===== config.mk =====
export PLATFORM = sky130hd
export DESIGN_NAME = kbc_host_port
export DESIGN_NICKNAME = d
export VERILOG_FILES = /design/src/verilog/kbc_host_pkg.sv /design/src/verilog/fast_reset_pulser.sv /design/src/verilog/kbc_host_port.sv
export SDC_FILE = /design/constraint.sdc
export NUM_CORES = 1
export LEC_CHECK = 0
export ABC_CLOCK_PERIOD_IN_PS = 2500
export BUFFER_PORTS_ARGS = -buffer_cell sky130_fd_sc_hd__buf_4
export CAP_MARGIN = 20
export CORE_ASPECT_RATIO = 0.8
export CORE_UTILIZATION = 53
export CTS_CLUSTER_SIZE = 10
export DETAILED_ROUTE_END_ITERATION = 10
export PLACE_DENSITY_LB_ADDON = 0.12
export RECOVER_POWER = 100
export SETUP_SLACK_MARGIN = 0.5
export SLEW_MARGIN = 20
export SYNTH_ARGS = -nofsm -noshare
export SYNTH_HDL_FRONTEND = slang
export SYNTH_HIERARCHICAL = 1
export SYNTH_SLANG_ARGS = --single-unit

===== constraint.sdc =====
create_clock -name I_REF_CLK -period 2.5 [get_ports I_REF_CLK]
set_input_delay 0.375 -clock I_REF_CLK [delete_from_list [all_inputs] [get_ports I_REF_CLK]]
set_output_delay 0.375 -clock I_REF_CLK [all_outputs]
set_load 0.005 [all_outputs]

===== src/verilog/kbc_host_pkg.sv =====
/*
  Constants shared by the keyboard-controller host mailbox and its fast reset pulse unit.
  Assumes a single 125 MHz clock domain with an active-low asynchronous reset.
*/
package kbc_host_pkg;

  localparam logic [7:0] DATA_PORT_ADDR = 8'h60;
  localparam logic [7:0] CMD_PORT_ADDR = 8'h64;
  localparam logic [7:0] FAST_PORT_ADDR = 8'h92;

  localparam int ADDR_BIT_TWO = 2;

  localparam int STS_OUT_FULL_BIT = 0;
  localparam int STS_IN_FULL_BIT = 1;
  localparam int STS_CMD_BIT = 3;
  localparam logic [7:0] STS_RESET = 8'h00;
  localparam logic [7:0] STS_HW_MASK = 8'h0B;

  localparam int FAST_RESET_BIT = 0;
  localparam int FAST_A20_BIT = 1;
  localparam logic [7:0] FAST_PORT_FIXED = 8'h24;
  localparam logic [7:0] FAST_PORT_RESET = 8'h24;

  localparam int CLK_PERIOD_PS = 8000;
  localparam int FAST_RST_DELAY_NS = 500;
  localparam int FAST_RST_WIDTH_NS = 1000;
  localparam int FAST_RST_DELAY_CYC = (FAST_RST_DELAY_NS * 1000 + CLK_PERIOD_PS - 1) / CLK_PERIOD_PS;
  localparam int FAST_RST_WIDTH_CYC = (FAST_RST_WIDTH_NS * 1000 + CLK_PERIOD_PS - 1) / CLK_PERIOD_PS;

endpackage


===== src/verilog/fast_reset_pulser.sv =====
/*
  Delayed active-low reset pulse generator for the fast reset port bit.
  Assumes the trigger is a one-cycle pulse in the same clock domain.
*/
`timescale 1ns/1ns
`default_nettype none
module fast_reset_pulser
  import kbc_host_pkg::*;
#(
  parameter int DELAY_CYC = FAST_RST_DELAY_CYC,
  parameter int WIDTH_CYC = FAST_RST_WIDTH_CYC
)
(
  input wire logic I_REF_CLK,
  input wire logic I_ARST_N,
  input wire logic i_fire,
  output logic o_pulse_n
);

  typedef enum logic [2:0]
  {
    ST_IDLE = 3'b001,
    ST_WAIT = 3'b010,
    ST_LOW = 3'b100
  } pstate_t;

  typedef struct packed
  {
    pstate_t st;
    logic [15:0] cnt;
    logic pulse_n;
  } pstate_all_t;

  pstate_all_t s_q;
  pstate_all_t s_d;

  initial
  begin
    if (DELAY_CYC < 1 || DELAY_CYC > 65535 || WIDTH_CYC < 1 || WIDTH_CYC > 65535)
    begin
      $error("fast_reset_pulser: counts out of range");
    end
  end

  always_comb
  begin
    s_d = s_q;
    unique case (s_q.st)
      ST_IDLE:
      begin
        if (i_fire)
        begin
          s_d.st = ST_WAIT;
          s_d.cnt = 16'(DELAY_CYC - 1);
        end
      end
      ST_WAIT:
      begin
        if (s_q.cnt == 16'h0000)
        begin
          s_d.st = ST_LOW;
          s_d.cnt = 16'(WIDTH_CYC - 1);
          s_d.pulse_n = 1'b0;
        end
        else
        begin
          s_d.cnt = s_q.cnt - 16'h0001;
        end
      end
      ST_LOW:
      begin
        if (s_q.cnt == 16'h0000)
        begin
          s_d.st = ST_IDLE;
          s_d.pulse_n = 1'b1;
        end
        else
        begin
          s_d.cnt = s_q.cnt - 16'h0001;
        end
      end
    endcase
  end

  always_ff @(posedge I_REF_CLK or negedge I_ARST_N)
  begin
    if (!I_ARST_N)
    begin
      s_q <= '{st: ST_IDLE, cnt: 16'h0000, pulse_n: 1'b1};
    end
    else
    begin
      s_q <= s_d;
    end
  end

  assign o_pulse_n = s_q.pulse_n;

endmodule
`default_nettype wire


===== src/verilog/kbc_host_port.sv =====
/*
  Host byte mailbox between the system bus and the embedded keyboard controller CPU,
  with the fast A20 and fast CPU reset port.
  Assumes host strobes and embedded-side strobes are one-cycle pulses synchronous to
  I_REF_CLK, and that the system reset meets its minimum width.
*/
// Notes on behaviour
// - Embedded CPU gets two interrupts: input buffer full and timer overflow.
// - Embedded write of output data loads host buffer, sets output full, raises irq.
// - Embedded read of input data returns host byte and clears input full.
// - Status bit0 output full, bit1 input full, bit3 command; others user bits.
// - Reset clears the status register to zero.
// - Status is read-only to host, read/write to embedded CPU.
// - Host write sets command flag from host address bit two.
// - Host write sets input full, raising embedded irq; no pin for it.
// - Host read of output data clears output full.
// - Controller logic runs at 12 MHz derived from 14.318 MHz; here all logic runs on the 125 MHz I_REF_CLK.
// - System reset is only reset source; serial lines return to input.
// - Fast port accessible only while config enable bit two is set.
// - Fast port reads bits 7:6 zero, 5 one, 4:3 zero, 2 one.
// - Fast port bit 1 drives the fast A20 control output.
// - Writing one to bit 0 pulses fast reset low after a delay.
// - Bit 0 must return to zero before another pulse can occur.
// - A20 mask output is OR of fast A20 and controller A20 bit.
// - Reset drives fast A20 control low.
// - Reset drives fast reset high and clears bit 0.
// - Enabled fast pulse ANDs with controller reset, polarity selectable.
// - Open-drain port bit zero drives low, one tristates the pin.
// - Data port write clears command flag; command port write sets it.
// - With flag gating, keyboard irq follows output full only while port bit set.
`timescale 1ns/1ns
`default_nettype none
module kbc_host_port
  import kbc_host_pkg::*;
#(
  parameter int DELAY_CYC = FAST_RST_DELAY_CYC,
  parameter int WIDTH_CYC = FAST_RST_WIDTH_CYC
)
(
  input wire logic I_REF_CLK,
  input wire logic I_ARST_N,
  input wire logic [7:0] I_HOST_ADDR,
  input wire logic [7:0] I_HOST_WDATA,
  input wire logic I_HOST_WR,
  input wire logic I_HOST_RD,
  output logic [7:0] O_HOST_RDATA,
  input wire logic I_EMB_DATA_WR,
  input wire logic I_EMB_DATA_RD,
  input wire logic I_EMB_STS_WR,
  input wire logic [7:0] I_EMB_WDATA,
  output logic [7:0] O_EMB_IN_DATA,
  output logic [7:0] O_EMB_STATUS,
  input wire logic I_TIMER_OVF,
  output logic O_EMB_IBF_IRQ,
  output logic O_EMB_TIMER_IRQ,
  input wire logic I_EN_FLAGS,
  input wire logic I_KBD_IRQ_PORT_BIT,
  output logic O_KEYBOARD_HOST_IRQ,
  input wire logic I_FAST_PORT_ENABLE_CONFIG,
  input wire logic I_EMBEDDED_A20_PORT_BIT,
  input wire logic I_CONTROLLER_CPU_RESET_N,
  input wire logic I_RESET_OUT_INVERT,
  output logic O_FAST_A20_CONTROL,
  output logic O_FAST_CPU_RESET_N,
  output logic O_CPU_A20_MASK_N,
  output logic O_COMBINED_CPU_RESET_OUT,
  input wire logic I_EMBEDDED_PORT_LINE_SEVEN,
  input wire logic I_LINE_SEVEN_OPEN_DRAIN,
  output logic O_LINE_SEVEN_OUT,
  output logic O_LINE_SEVEN_OE,
  output logic O_KBD_CLOCK_LINE_OE,
  output logic O_KBD_DATA_LINE_OE
);

  typedef struct packed
  {
    logic [7:0] out_data;
    logic [7:0] in_data;
    logic [7:0] status;
    logic [7:0] host_rdata;
    logic kbd_irq;
    logic ibf_irq;
    logic tmr_irq;
    logic fast_a20;
    logic fast_rst_bit;
    logic fire;
    logic a20_mask_n;
    logic fast_rst_n;
    logic comb_rst;
    logic line7_out;
    logic line7_oe;
  } state_t;

  state_t s_q;
  state_t s_d;
  logic pulse_n;

  initial
  begin
    if (DELAY_CYC < 1 || WIDTH_CYC < 1)
    begin
      $error("kbc_host_port: pulse counts must be at least one");
    end
  end

  function automatic logic [7:0] fast_port_view(input logic a20, input logic rst);
    fast_port_view = FAST_PORT_FIXED;
    fast_port_view[FAST_A20_BIT] = a20;
    fast_port_view[FAST_RESET_BIT] = rst;
  endfunction

  fast_reset_pulser #(
    .DELAY_CYC(DELAY_CYC),
    .WIDTH_CYC(WIDTH_CYC)
  ) u_pulser (
    .I_REF_CLK(I_REF_CLK),
    .I_ARST_N(I_ARST_N),
    .i_fire(s_q.fire),
    .o_pulse_n(pulse_n)
  );

  always_comb
  begin
    logic host_data_wr;
    logic host_cmd_wr;
    logic fast_acc;
    host_data_wr = I_HOST_WR && (I_HOST_ADDR == DATA_PORT_ADDR);
    host_cmd_wr = I_HOST_WR && (I_HOST_ADDR == CMD_PORT_ADDR);
    fast_acc = I_FAST_PORT_ENABLE_CONFIG && (I_HOST_ADDR == FAST_PORT_ADDR);
    s_d = s_q;
    s_d.fire = 1'b0;

    // Embedded side may rewrite user bits only; hardware flags keep their own logic.
    if (I_EMB_STS_WR)
    begin
      s_d.status = (I_EMB_WDATA & ~STS_HW_MASK) | (s_q.status & STS_HW_MASK);
    end
    if (I_EMB_DATA_RD)
    begin
      s_d.status[STS_IN_FULL_BIT] = 1'b0;
    end
    if (I_HOST_RD && I_HOST_ADDR == DATA_PORT_ADDR)
    begin
      s_d.status[STS_OUT_FULL_BIT] = 1'b0;
    end
    // Sets come after clears so a same-cycle event is never lost.
    if (I_EMB_DATA_WR)
    begin
      s_d.out_data = I_EMB_WDATA;
      s_d.status[STS_OUT_FULL_BIT] = 1'b1;
    end
    if (host_data_wr || host_cmd_wr)
    begin
      s_d.in_data = I_HOST_WDATA;
      s_d.status[STS_IN_FULL_BIT] = 1'b1;
      s_d.status[STS_CMD_BIT] = I_HOST_ADDR[ADDR_BIT_TWO];
    end

    s_d.host_rdata = s_q.host_rdata;
    if (I_HOST_RD)
    begin
      if (I_HOST_ADDR == DATA_PORT_ADDR)
      begin
        s_d.host_rdata = s_q.out_data;
      end
      else if (I_HOST_ADDR == CMD_PORT_ADDR)
      begin
        s_d.host_rdata = s_q.status;
      end
      else if (fast_acc)
      begin
        s_d.host_rdata = fast_port_view(s_q.fast_a20, s_q.fast_rst_bit);
      end
      else
      begin
        s_d.host_rdata = 8'h00;
      end
    end

    if (I_HOST_WR && fast_acc)
    begin
      s_d.fast_a20 = I_HOST_WDATA[FAST_A20_BIT];
      s_d.fast_rst_bit = I_HOST_WDATA[FAST_RESET_BIT];
      // Only a zero-to-one change fires, so bit 0 must be cleared to re-arm.
      s_d.fire = I_HOST_WDATA[FAST_RESET_BIT] && !s_q.fast_rst_bit;
    end

    s_d.ibf_irq = s_d.status[STS_IN_FULL_BIT];
    s_d.tmr_irq = I_TIMER_OVF;
    if (I_EN_FLAGS)
    begin
      s_d.kbd_irq = s_d.status[STS_OUT_FULL_BIT] && I_KBD_IRQ_PORT_BIT;
    end
    else
    begin
      s_d.kbd_irq = I_KBD_IRQ_PORT_BIT;
    end

    s_d.a20_mask_n = s_d.fast_a20 || I_EMBEDDED_A20_PORT_BIT;
    s_d.fast_rst_n = pulse_n;
    s_d.comb_rst = (I_CONTROLLER_CPU_RESET_N && (pulse_n || !I_FAST_PORT_ENABLE_CONFIG))
      ^ I_RESET_OUT_INVERT;

    s_d.line7_out = 1'b0;
    if (I_LINE_SEVEN_OPEN_DRAIN)
    begin
      s_d.line7_oe = !I_EMBEDDED_PORT_LINE_SEVEN;
    end
    else
    begin
      s_d.line7_out = I_EMBEDDED_PORT_LINE_SEVEN;
      s_d.line7_oe = 1'b1;
    end
  end

  always_ff @(posedge I_REF_CLK or negedge I_ARST_N)
  begin
    if (!I_ARST_N)
    begin
      s_q <= '0;
      s_q.status <= STS_RESET;
      s_q.fast_a20 <= 1'b0;
      s_q.fast_rst_bit <= 1'b0;
      s_q.fast_rst_n <= 1'b1;
      s_q.comb_rst <= 1'b1;
      s_q.a20_mask_n <= 1'b0;
    end
    else
    begin
      s_q <= s_d;
    end
  end

  assign O_HOST_RDATA = s_q.host_rdata;
  assign O_EMB_IN_DATA = s_q.in_data;
  assign O_EMB_STATUS = s_q.status;
  assign O_EMB_IBF_IRQ = s_q.ibf_irq;
  assign O_EMB_TIMER_IRQ = s_q.tmr_irq;
  assign O_KEYBOARD_HOST_IRQ = s_q.kbd_irq;
  assign O_FAST_A20_CONTROL = s_q.fast_a20;
  assign O_FAST_CPU_RESET_N = s_q.fast_rst_n;
  assign O_CPU_A20_MASK_N = s_q.a20_mask_n;
  assign O_COMBINED_CPU_RESET_OUT = s_q.comb_rst;
  assign O_LINE_SEVEN_OUT = s_q.line7_out;
  assign O_LINE_SEVEN_OE = s_q.line7_oe;
  // Serial lines stay released (input) from reset; their protocol lives elsewhere.
  assign O_KBD_CLOCK_LINE_OE = 1'b0;
  assign O_KBD_DATA_LINE_OE = 1'b0;

endmodule
`default_nettype wire


==> flow_metrics.tcl, run 1 <==
set metrics [dict create \
    fmax_mhz 434.0 \
    ant_nets 0 \
    hold_ws_ps 165.7 \
    ir_worst_vdd_mv 0.3460 \
    cts_tree "built" \
    portBuffers 72 \
    num_vias 2266 \
    hold_viol 0 \
    final_nets 378 \
    final_cell_mix "58 x dfrtp_1, 44 x buf_4, 34 x clkbuf_4" \
    area_delta_synth_final_pct 21.70 \
    synthFlopType "dfrtp_1" \
    path_class "flip-flop to flip-flop" \
    fin_tns_setup_ps 0 \
    ys_ff_latch 62 \
    synth_compound_area_share_pct 12.85 \
    path_buf_inv 0 \
    endpoint_kind "flip-flop" \
    drt-total-wl_um 6309 \
    vias_per_cell 5.408 \
    dieArea_sq_mm 0.006133 \
    die_h_um 70.25 \
    synth_top_family_by_area "simple AND/OR/NAND/NOR gates" \
    holdBufCountCts 0 \
    final_common_cell "dfrtp_1" \
    yosys_warnings 6 \
    drive_gt1_share_pct 36.36 \
    path_common_cell "or4_1" \
    muxShareOfSynthArea_pct 10.75 \
    slowest_delay_ps 580 \
    clock_latency_ps 340 \
    fin_skew_ps 4.671 \
    post-dp-hpwl_um 4457 \
    path_max_fanout 6 \
    power_density_mw_per_mm2 589.5 \
    cts_buffers 9 \
    final_cell_count_no_fill 419 \
    cp_top_family "simple AND/OR/NAND/NOR gates" \
    drc 0 \
    gr-total-overflow 0 \
    worst_hold_path_type "input pin to flip-flop" \
    drt_iter0_drc 154 \
    path_clk_slew_ps 70 \
    rows 24 \
    avgSynthCellArea_sq_um 11.43 \
    die_x_um 87.31 \
    finalInstanceArea_sq_mm 0.003755 \
    grtUsageTotal_pct 23.51 \
    coreArea_sq_mm 0.005525 \
    root_buffer "clkbuf_8" \
    postSynthCellCount 270 \
    start_util_pct 55.84 \
    slew_violations 0 \
    clock-sinks 62 \
    relSlewSlack_pct 3.210 \
    h-tree-depth 3 \
    leakage_nw 1.744 \
    cp_slowest_cell "or4_1" \
    wire_per_inst_um 15.06 \
    cp-start-kind "flip-flop" \
    synth-edff-count 0 \
    place_ws_ps 280.7 \
    yosysUniqueCellTypes 56 \
    grt_antenna_before_repair 0 \
    synth_simple_gate_area_share_pct 14.72 \
    cts_buffer_depth 2 \
    cp_cell_sequence "or4_1, or4_1, o21ai_4, nor3_1, or3_1" \
    grt_pass1_wl_um 10640 \
    synth_top_area_share_pct 47.04 \
    ios 75 \
    yosys-top-cells-area "dfrtp_1 47%, buf_4 6.6%, mux2_4 5.4%" \
    status "finished, final reports clean" \
    grt_pass1_vias 2146 \
    synthAdderAreaFrac_pct 0.8110 \
    gp_congestion 0.8382 \
    dpl_cell_area_sq_mm 0.003540 \
    required_ps 2710 \
    rsz0062_at_grt "true" \
    layout_setup_ws_ps 195.6 \
    maxCapViolations 0 \
    dp.cells 396 \
    drtPass1Iterations 4 \
    critPathArrivalTime_ps 2510 \
    syn_area_sq_mm 0.003085 \
    period_needed_ps 2304 \
    ys_seq_area_share_pct 50.45 \
    tightest_slew_ps 1452 \
    grt_max_degree 63 \
    final-setup-viol-count 0 \
    n_antenna_cell 0 \
    async_reset_ff_share_pct 100.0 \
    fin_crit_sh_pct 92.17 \
    synth_xor_area_share_pct 1.419 \
    yosysTopAreaCell "dfrtp_1" \
]
==> sequential cells by signal (all words and copies together), names as in the netlist, 8 cells and up <==
signal / count
O_EMB_IN_DATA: 8
O_EMB_STATUS: 8
O_HOST_RDATA: 8
s_q: 10
u_pulser/s_q: 19
==> final timing paths <==
check,from,to,slack (ps),cells past startpoint
setup / recovery,u_pulser/s_q[14],u_pulser/s_q[6],200,5
hold / removal,I_TIMER_OVF,O_EMB_TIMER_IRQ,170,1
setup reg to reg,u_pulser/s_q[14],u_pulser/s_q[6],200,5
hold reg to reg,u_pulser/o_pulse_n,O_FAST_CPU_RESET_N,390,0
max in group asynchronous,I_ARST_N,u_pulser/s_q[4],1250,1
min in group asynchronous,I_ARST_N,u_pulser/s_q[19],380,1
==> per-stage QoR <==
stage	util (%)	total power, mW
6_report	67.96	2.214
5_1_grt	67.96	2.305
4_1_cts	69.43	2.263
3_5_place_dp	64.06	1.281
3_3_place_gp	64.06	1.276
2_1_floorplan	-	1.182
==> layer usage <==
| metal | wire [um] | vias up | track usage [%] |
|---|---|---|---|
| li1 | - | 1087 | - |
| met3 | 401 | 9 | 6.738 |
| met5 | 0 | - | 0 |
| met2 | 2693 | 81 | 31.86 |
| met1 | 3126 | 1089 | 35.13 |
| met4 | 87 | 0 | 9.472 |
==> layout make-up <==
cell class	count	area, sq um
Sequential cell	62	1556
Tap cell	78	97.59
Clock buffer	11	141.4
Timing Repair Buffer	85	620.6
Fill cell	469	1770
Inverter	11	41.29
Multi-Input combinational cell	167	1215
Clock inverter	5	82.58
==> report_power, final <==
part / internal (mW) / leakage, nW / switching [mW]
combinational: 0.103 / 0.862 / 0.0681
clock: 0.588 / 0.102 / 0.384
sequential: 1.05 / 0.781 / 0.0242
total: 1.74 / 1.74 / 0.476
==> synthesized netlist by cell type, types with 3 or more instances <==
| cell type | instances |
|---|---|
| a21oi_1 | 11 |
| a22oi_1 | 4 |
| and3_1 | 4 |
| buf_4 | 27 |
| dfrtp_1 | 58 |
| dfstp_2 | 4 |
| inv_1 | 11 |
| mux2_2 | 13 |
| mux2_4 | 11 |
| nand2_1 | 12 |
| nand3_1 | 4 |
| nor2_1 | 11 |
| nor2_2 | 3 |
| nor2b_1 | 3 |
| nor3_1 | 3 |
| nor3b_1 | 3 |
| nor4b_1 | 3 |
| o21a_1 | 3 |
| o21ai_0 | 17 |
| o31ai_1 | 4 |
| o41ai_1 | 3 |
| or3_1 | 6 |
| or4_1 | 4 |
| xnor2_1 | 4 |
==> timing repair <==
| action | in CTS | in global routing |
|---|---|---|
| resized for setup | 8 | 8 |
| setup buffers | 6 | 1 |
| pin swaps | 7 | 2 |
| endpoints found under the setup margin | 17 | 19 |
==> cells by family (layout without fill, tap and decap cells) <==
family	Yosys count	count (layout)
AO/OA/AOI/OAI	60	60
buffers and inverters	42	112
multiplexers	26	26
adder cells (fa/ha/maj)	2	2
flip-flops	62	62
XOR/XNOR	5	5
other	1	2
AND/OR/NAND/NOR	72	72
(Power assumes the default switching activity.)
==> run 2, diff against run 1 <==
ABC_CLOCK_PERIOD_IN_PS = 2200   (was 2500)
clock period = 2.2 ns   (was 2.5 ns; I/O delays follow)
==> run 2 against run 1 <==
The run now ends with max-capacitance violations, max-slew violations left. Wire length grew 9.3%. Critical path depth is the same. Clock power grew 20%. Sequential share of layout area shrank 1.7 points. Flip-flop and latch count is the same. Clock-buffer cell count grew 2. Hold slack lost 49 ps. Design area grew 4.4%. Global-route usage grew 1.4 points. Clock skew grew 2.6 ps. Via count grew 2.3%. Critical path type unchanged. Highest routed layer unchanged.
==> flow_metrics.tcl, run 2 (synthesis results as in run 1) <==
set metrics [dict create \
    final_cell_mix "58 x dfrtp_1, 50 x buf_4, 32 x clkbuf_4" \
    clock-sinks 62 \
    die_x_um 87.31 \
    cts_buffers 9 \
    largest_reg_flops 19 \
    worst_hold_path_type "input pin to flip-flop" \
    dp.cells 403 \
    vias_per_cell 5.391 \
    post-dp-hpwl_um 4646 \
    tightest_slew_ps 1518 \
    final_cell_count_no_fill 430 \
    top_regs "u_pulser/s_q: 19 flops, s_q: 10 flops" \
    drtPass1Iterations 4 \
    ir_worst_vdd_mv 0.4606 \
    wire_per_inst_um 16.04 \
    grtUsageTotal_pct 24.87 \
    fin_tns_setup_ps 0 \
    num_vias 2318 \
    holdBufCountCts 0 \
    top_register "u_pulser/s_q" \
    h-tree-depth 3 \
    rows 24 \
    combPwrFrac_pct 7.6 \
    fin_crit_sh_pct 98.34 \
    path_clk_slew_ps 70 \
    cp-start-kind "flip-flop" \
    maxCapViolations 1 \
    violations "max-capacitance violations, max-slew violations" \
    power_frac_seq_pct 47.2 \
    p_clk_share_pct 45.2 \
    gr-total-overflow 0 \
    endpoint_kind "flip-flop" \
    grt_max_degree 63 \
    cp_slowest_cell "or4_4" \
    critPathArrivalTime_ps 2410 \
    die_h_um 70.25 \
    root_buffer "clkbuf_8" \
    min-delay-start "I_TIMER_OVF" \
    grt_antenna_before_repair 0 \
    path_max_fanout 7 \
    grt_pass1_wl_um 11320 \
    cts_tree "built" \
    hold_viol 0 \
    leakage_nw 1.818 \
    fin_util_pct 70.92 \
    slew_violations 63 \
    path_buf_inv 0 \
    p_int_mw 2.034 \
    cp_top_family "simple AND/OR/NAND/NOR gates" \
    power_density_mw_per_mm2 657.8 \
    area_delta_synth_final_pct 27.01 \
    slowest_delay_ps 540 \
    grt_pass1_vias 2248 \
    rsz0062_at_grt "true" \
    n_antenna_cell 0 \
    switching_share_pct 21.09 \
    final_common_cell "dfrtp_1" \
    dieArea_sq_mm 0.006133 \
    fin_skew_ps 7.306 \
    layout_setup_ws_ps 36.59 \
    reg2reg_from "u_pulser/s_q[12]" \
    drive_gt1_share_pct 41.19 \
    drc 0 \
    ios 75 \
    cp_cell_sequence "or4_4, or4_4, nor2_2, o32ai_1, a211oi_1" \
    period_needed_ps 2163 \
    status "complete, but fails checks" \
    dpl_cell_area_sq_mm 0.003592 \
    required_ps 2450 \
    portBuffers 72 \
    relSlewSlack_pct -1.173 \
    start_util_pct 55.84 \
    coreArea_sq_mm 0.005525 \
    gp_congestion 0.8619 \
    startpoint "u_pulser/s_q[12]" \
    drt-total-wl_um 6898 \
    final-setup-viol-count 0 \
    clock_latency_ps 340 \
    drt_iter0_drc 138 \
    place_ws_ps 51.47 \
    ant_nets 0 \
    path_common_cell "or4_4" \
    final_nets 389 \
    path_class "flip-flop to flip-flop" \
    fmax_mhz 462.2 \
    cts_buffer_depth 2 \
    p_switching_mw 0.5436 \
    finalInstanceArea_sq_mm 0.003919 \
]
-- run 2: layer usage --
layer / track usage, % / wire length [um] / vias up
met5: 0 / 0 / -
met4: 9.472 / 88 / 0
met3: 8.511 / 492 / 9
met2: 35.07 / 3113 / 82
met1: 35.33 / 3204 / 1115
li1: - / - / 1112
-- run 2: path summary, 6_finish.rpt --
check                                     endpoint  slack [ps]  cells after the start
min in group asynchronous         u_pulser/s_q[19]         350                      1
worst min register to register  O_FAST_CPU_RESET_N         390                      0
worst max register to register     u_pulser/s_q[7]          40                      5
worst min-delay path               O_EMB_TIMER_IRQ         120                      1
max in group asynchronous         u_pulser/s_q[15]         930                      1
worst max-delay path               u_pulser/s_q[7]          40                      5
-- run 2: power groups by stage --
stage | registers [mW] | clock network [mW] | logic, mW
global placement | 1.24 | 0 | 0.213
CTS | 1.22 | 1.19 | 0.220
global route | 1.22 | 1.24 | 0.216
finish | 1.22 | 1.17 | 0.196
detailed placement | 1.24 | 0 | 0.220
floorplan | 1.23 | 0 | 0.112
-- run 2: cell type report --
class / instances / area (sq um)
fill: 435 / 1607
multi-input combinational: 167 / 1289
tap: 78 / 97.59
timing repair buffer: 96 / 700.7
inverter: 11 / 41.29
clock buffer: 13 / 168.9
clock inverter: 3 / 65.06
sequential: 62 / 1556
-- run 2: repair_timing --
action                     in CTS  in global routing
pin swaps                       7                  4
buffers inserted                9                  0
setup endpoints to repair      20                 20
cloned                          2                  0
gates resized for setup        13                 14
-- run 2: metrics by stage --
| step | hold slack (ps) | power (mW) |
|---|---|---|
| after global placement | 376.0 | 1.449 |
| after detailed placement | 368.8 | 1.458 |
| after floorplan | 34.41 | 1.343 |
| after CTS | 81.92 | 2.625 |
| after global routing | 104.0 | 2.679 |
| final | 116.2 | 2.578 |
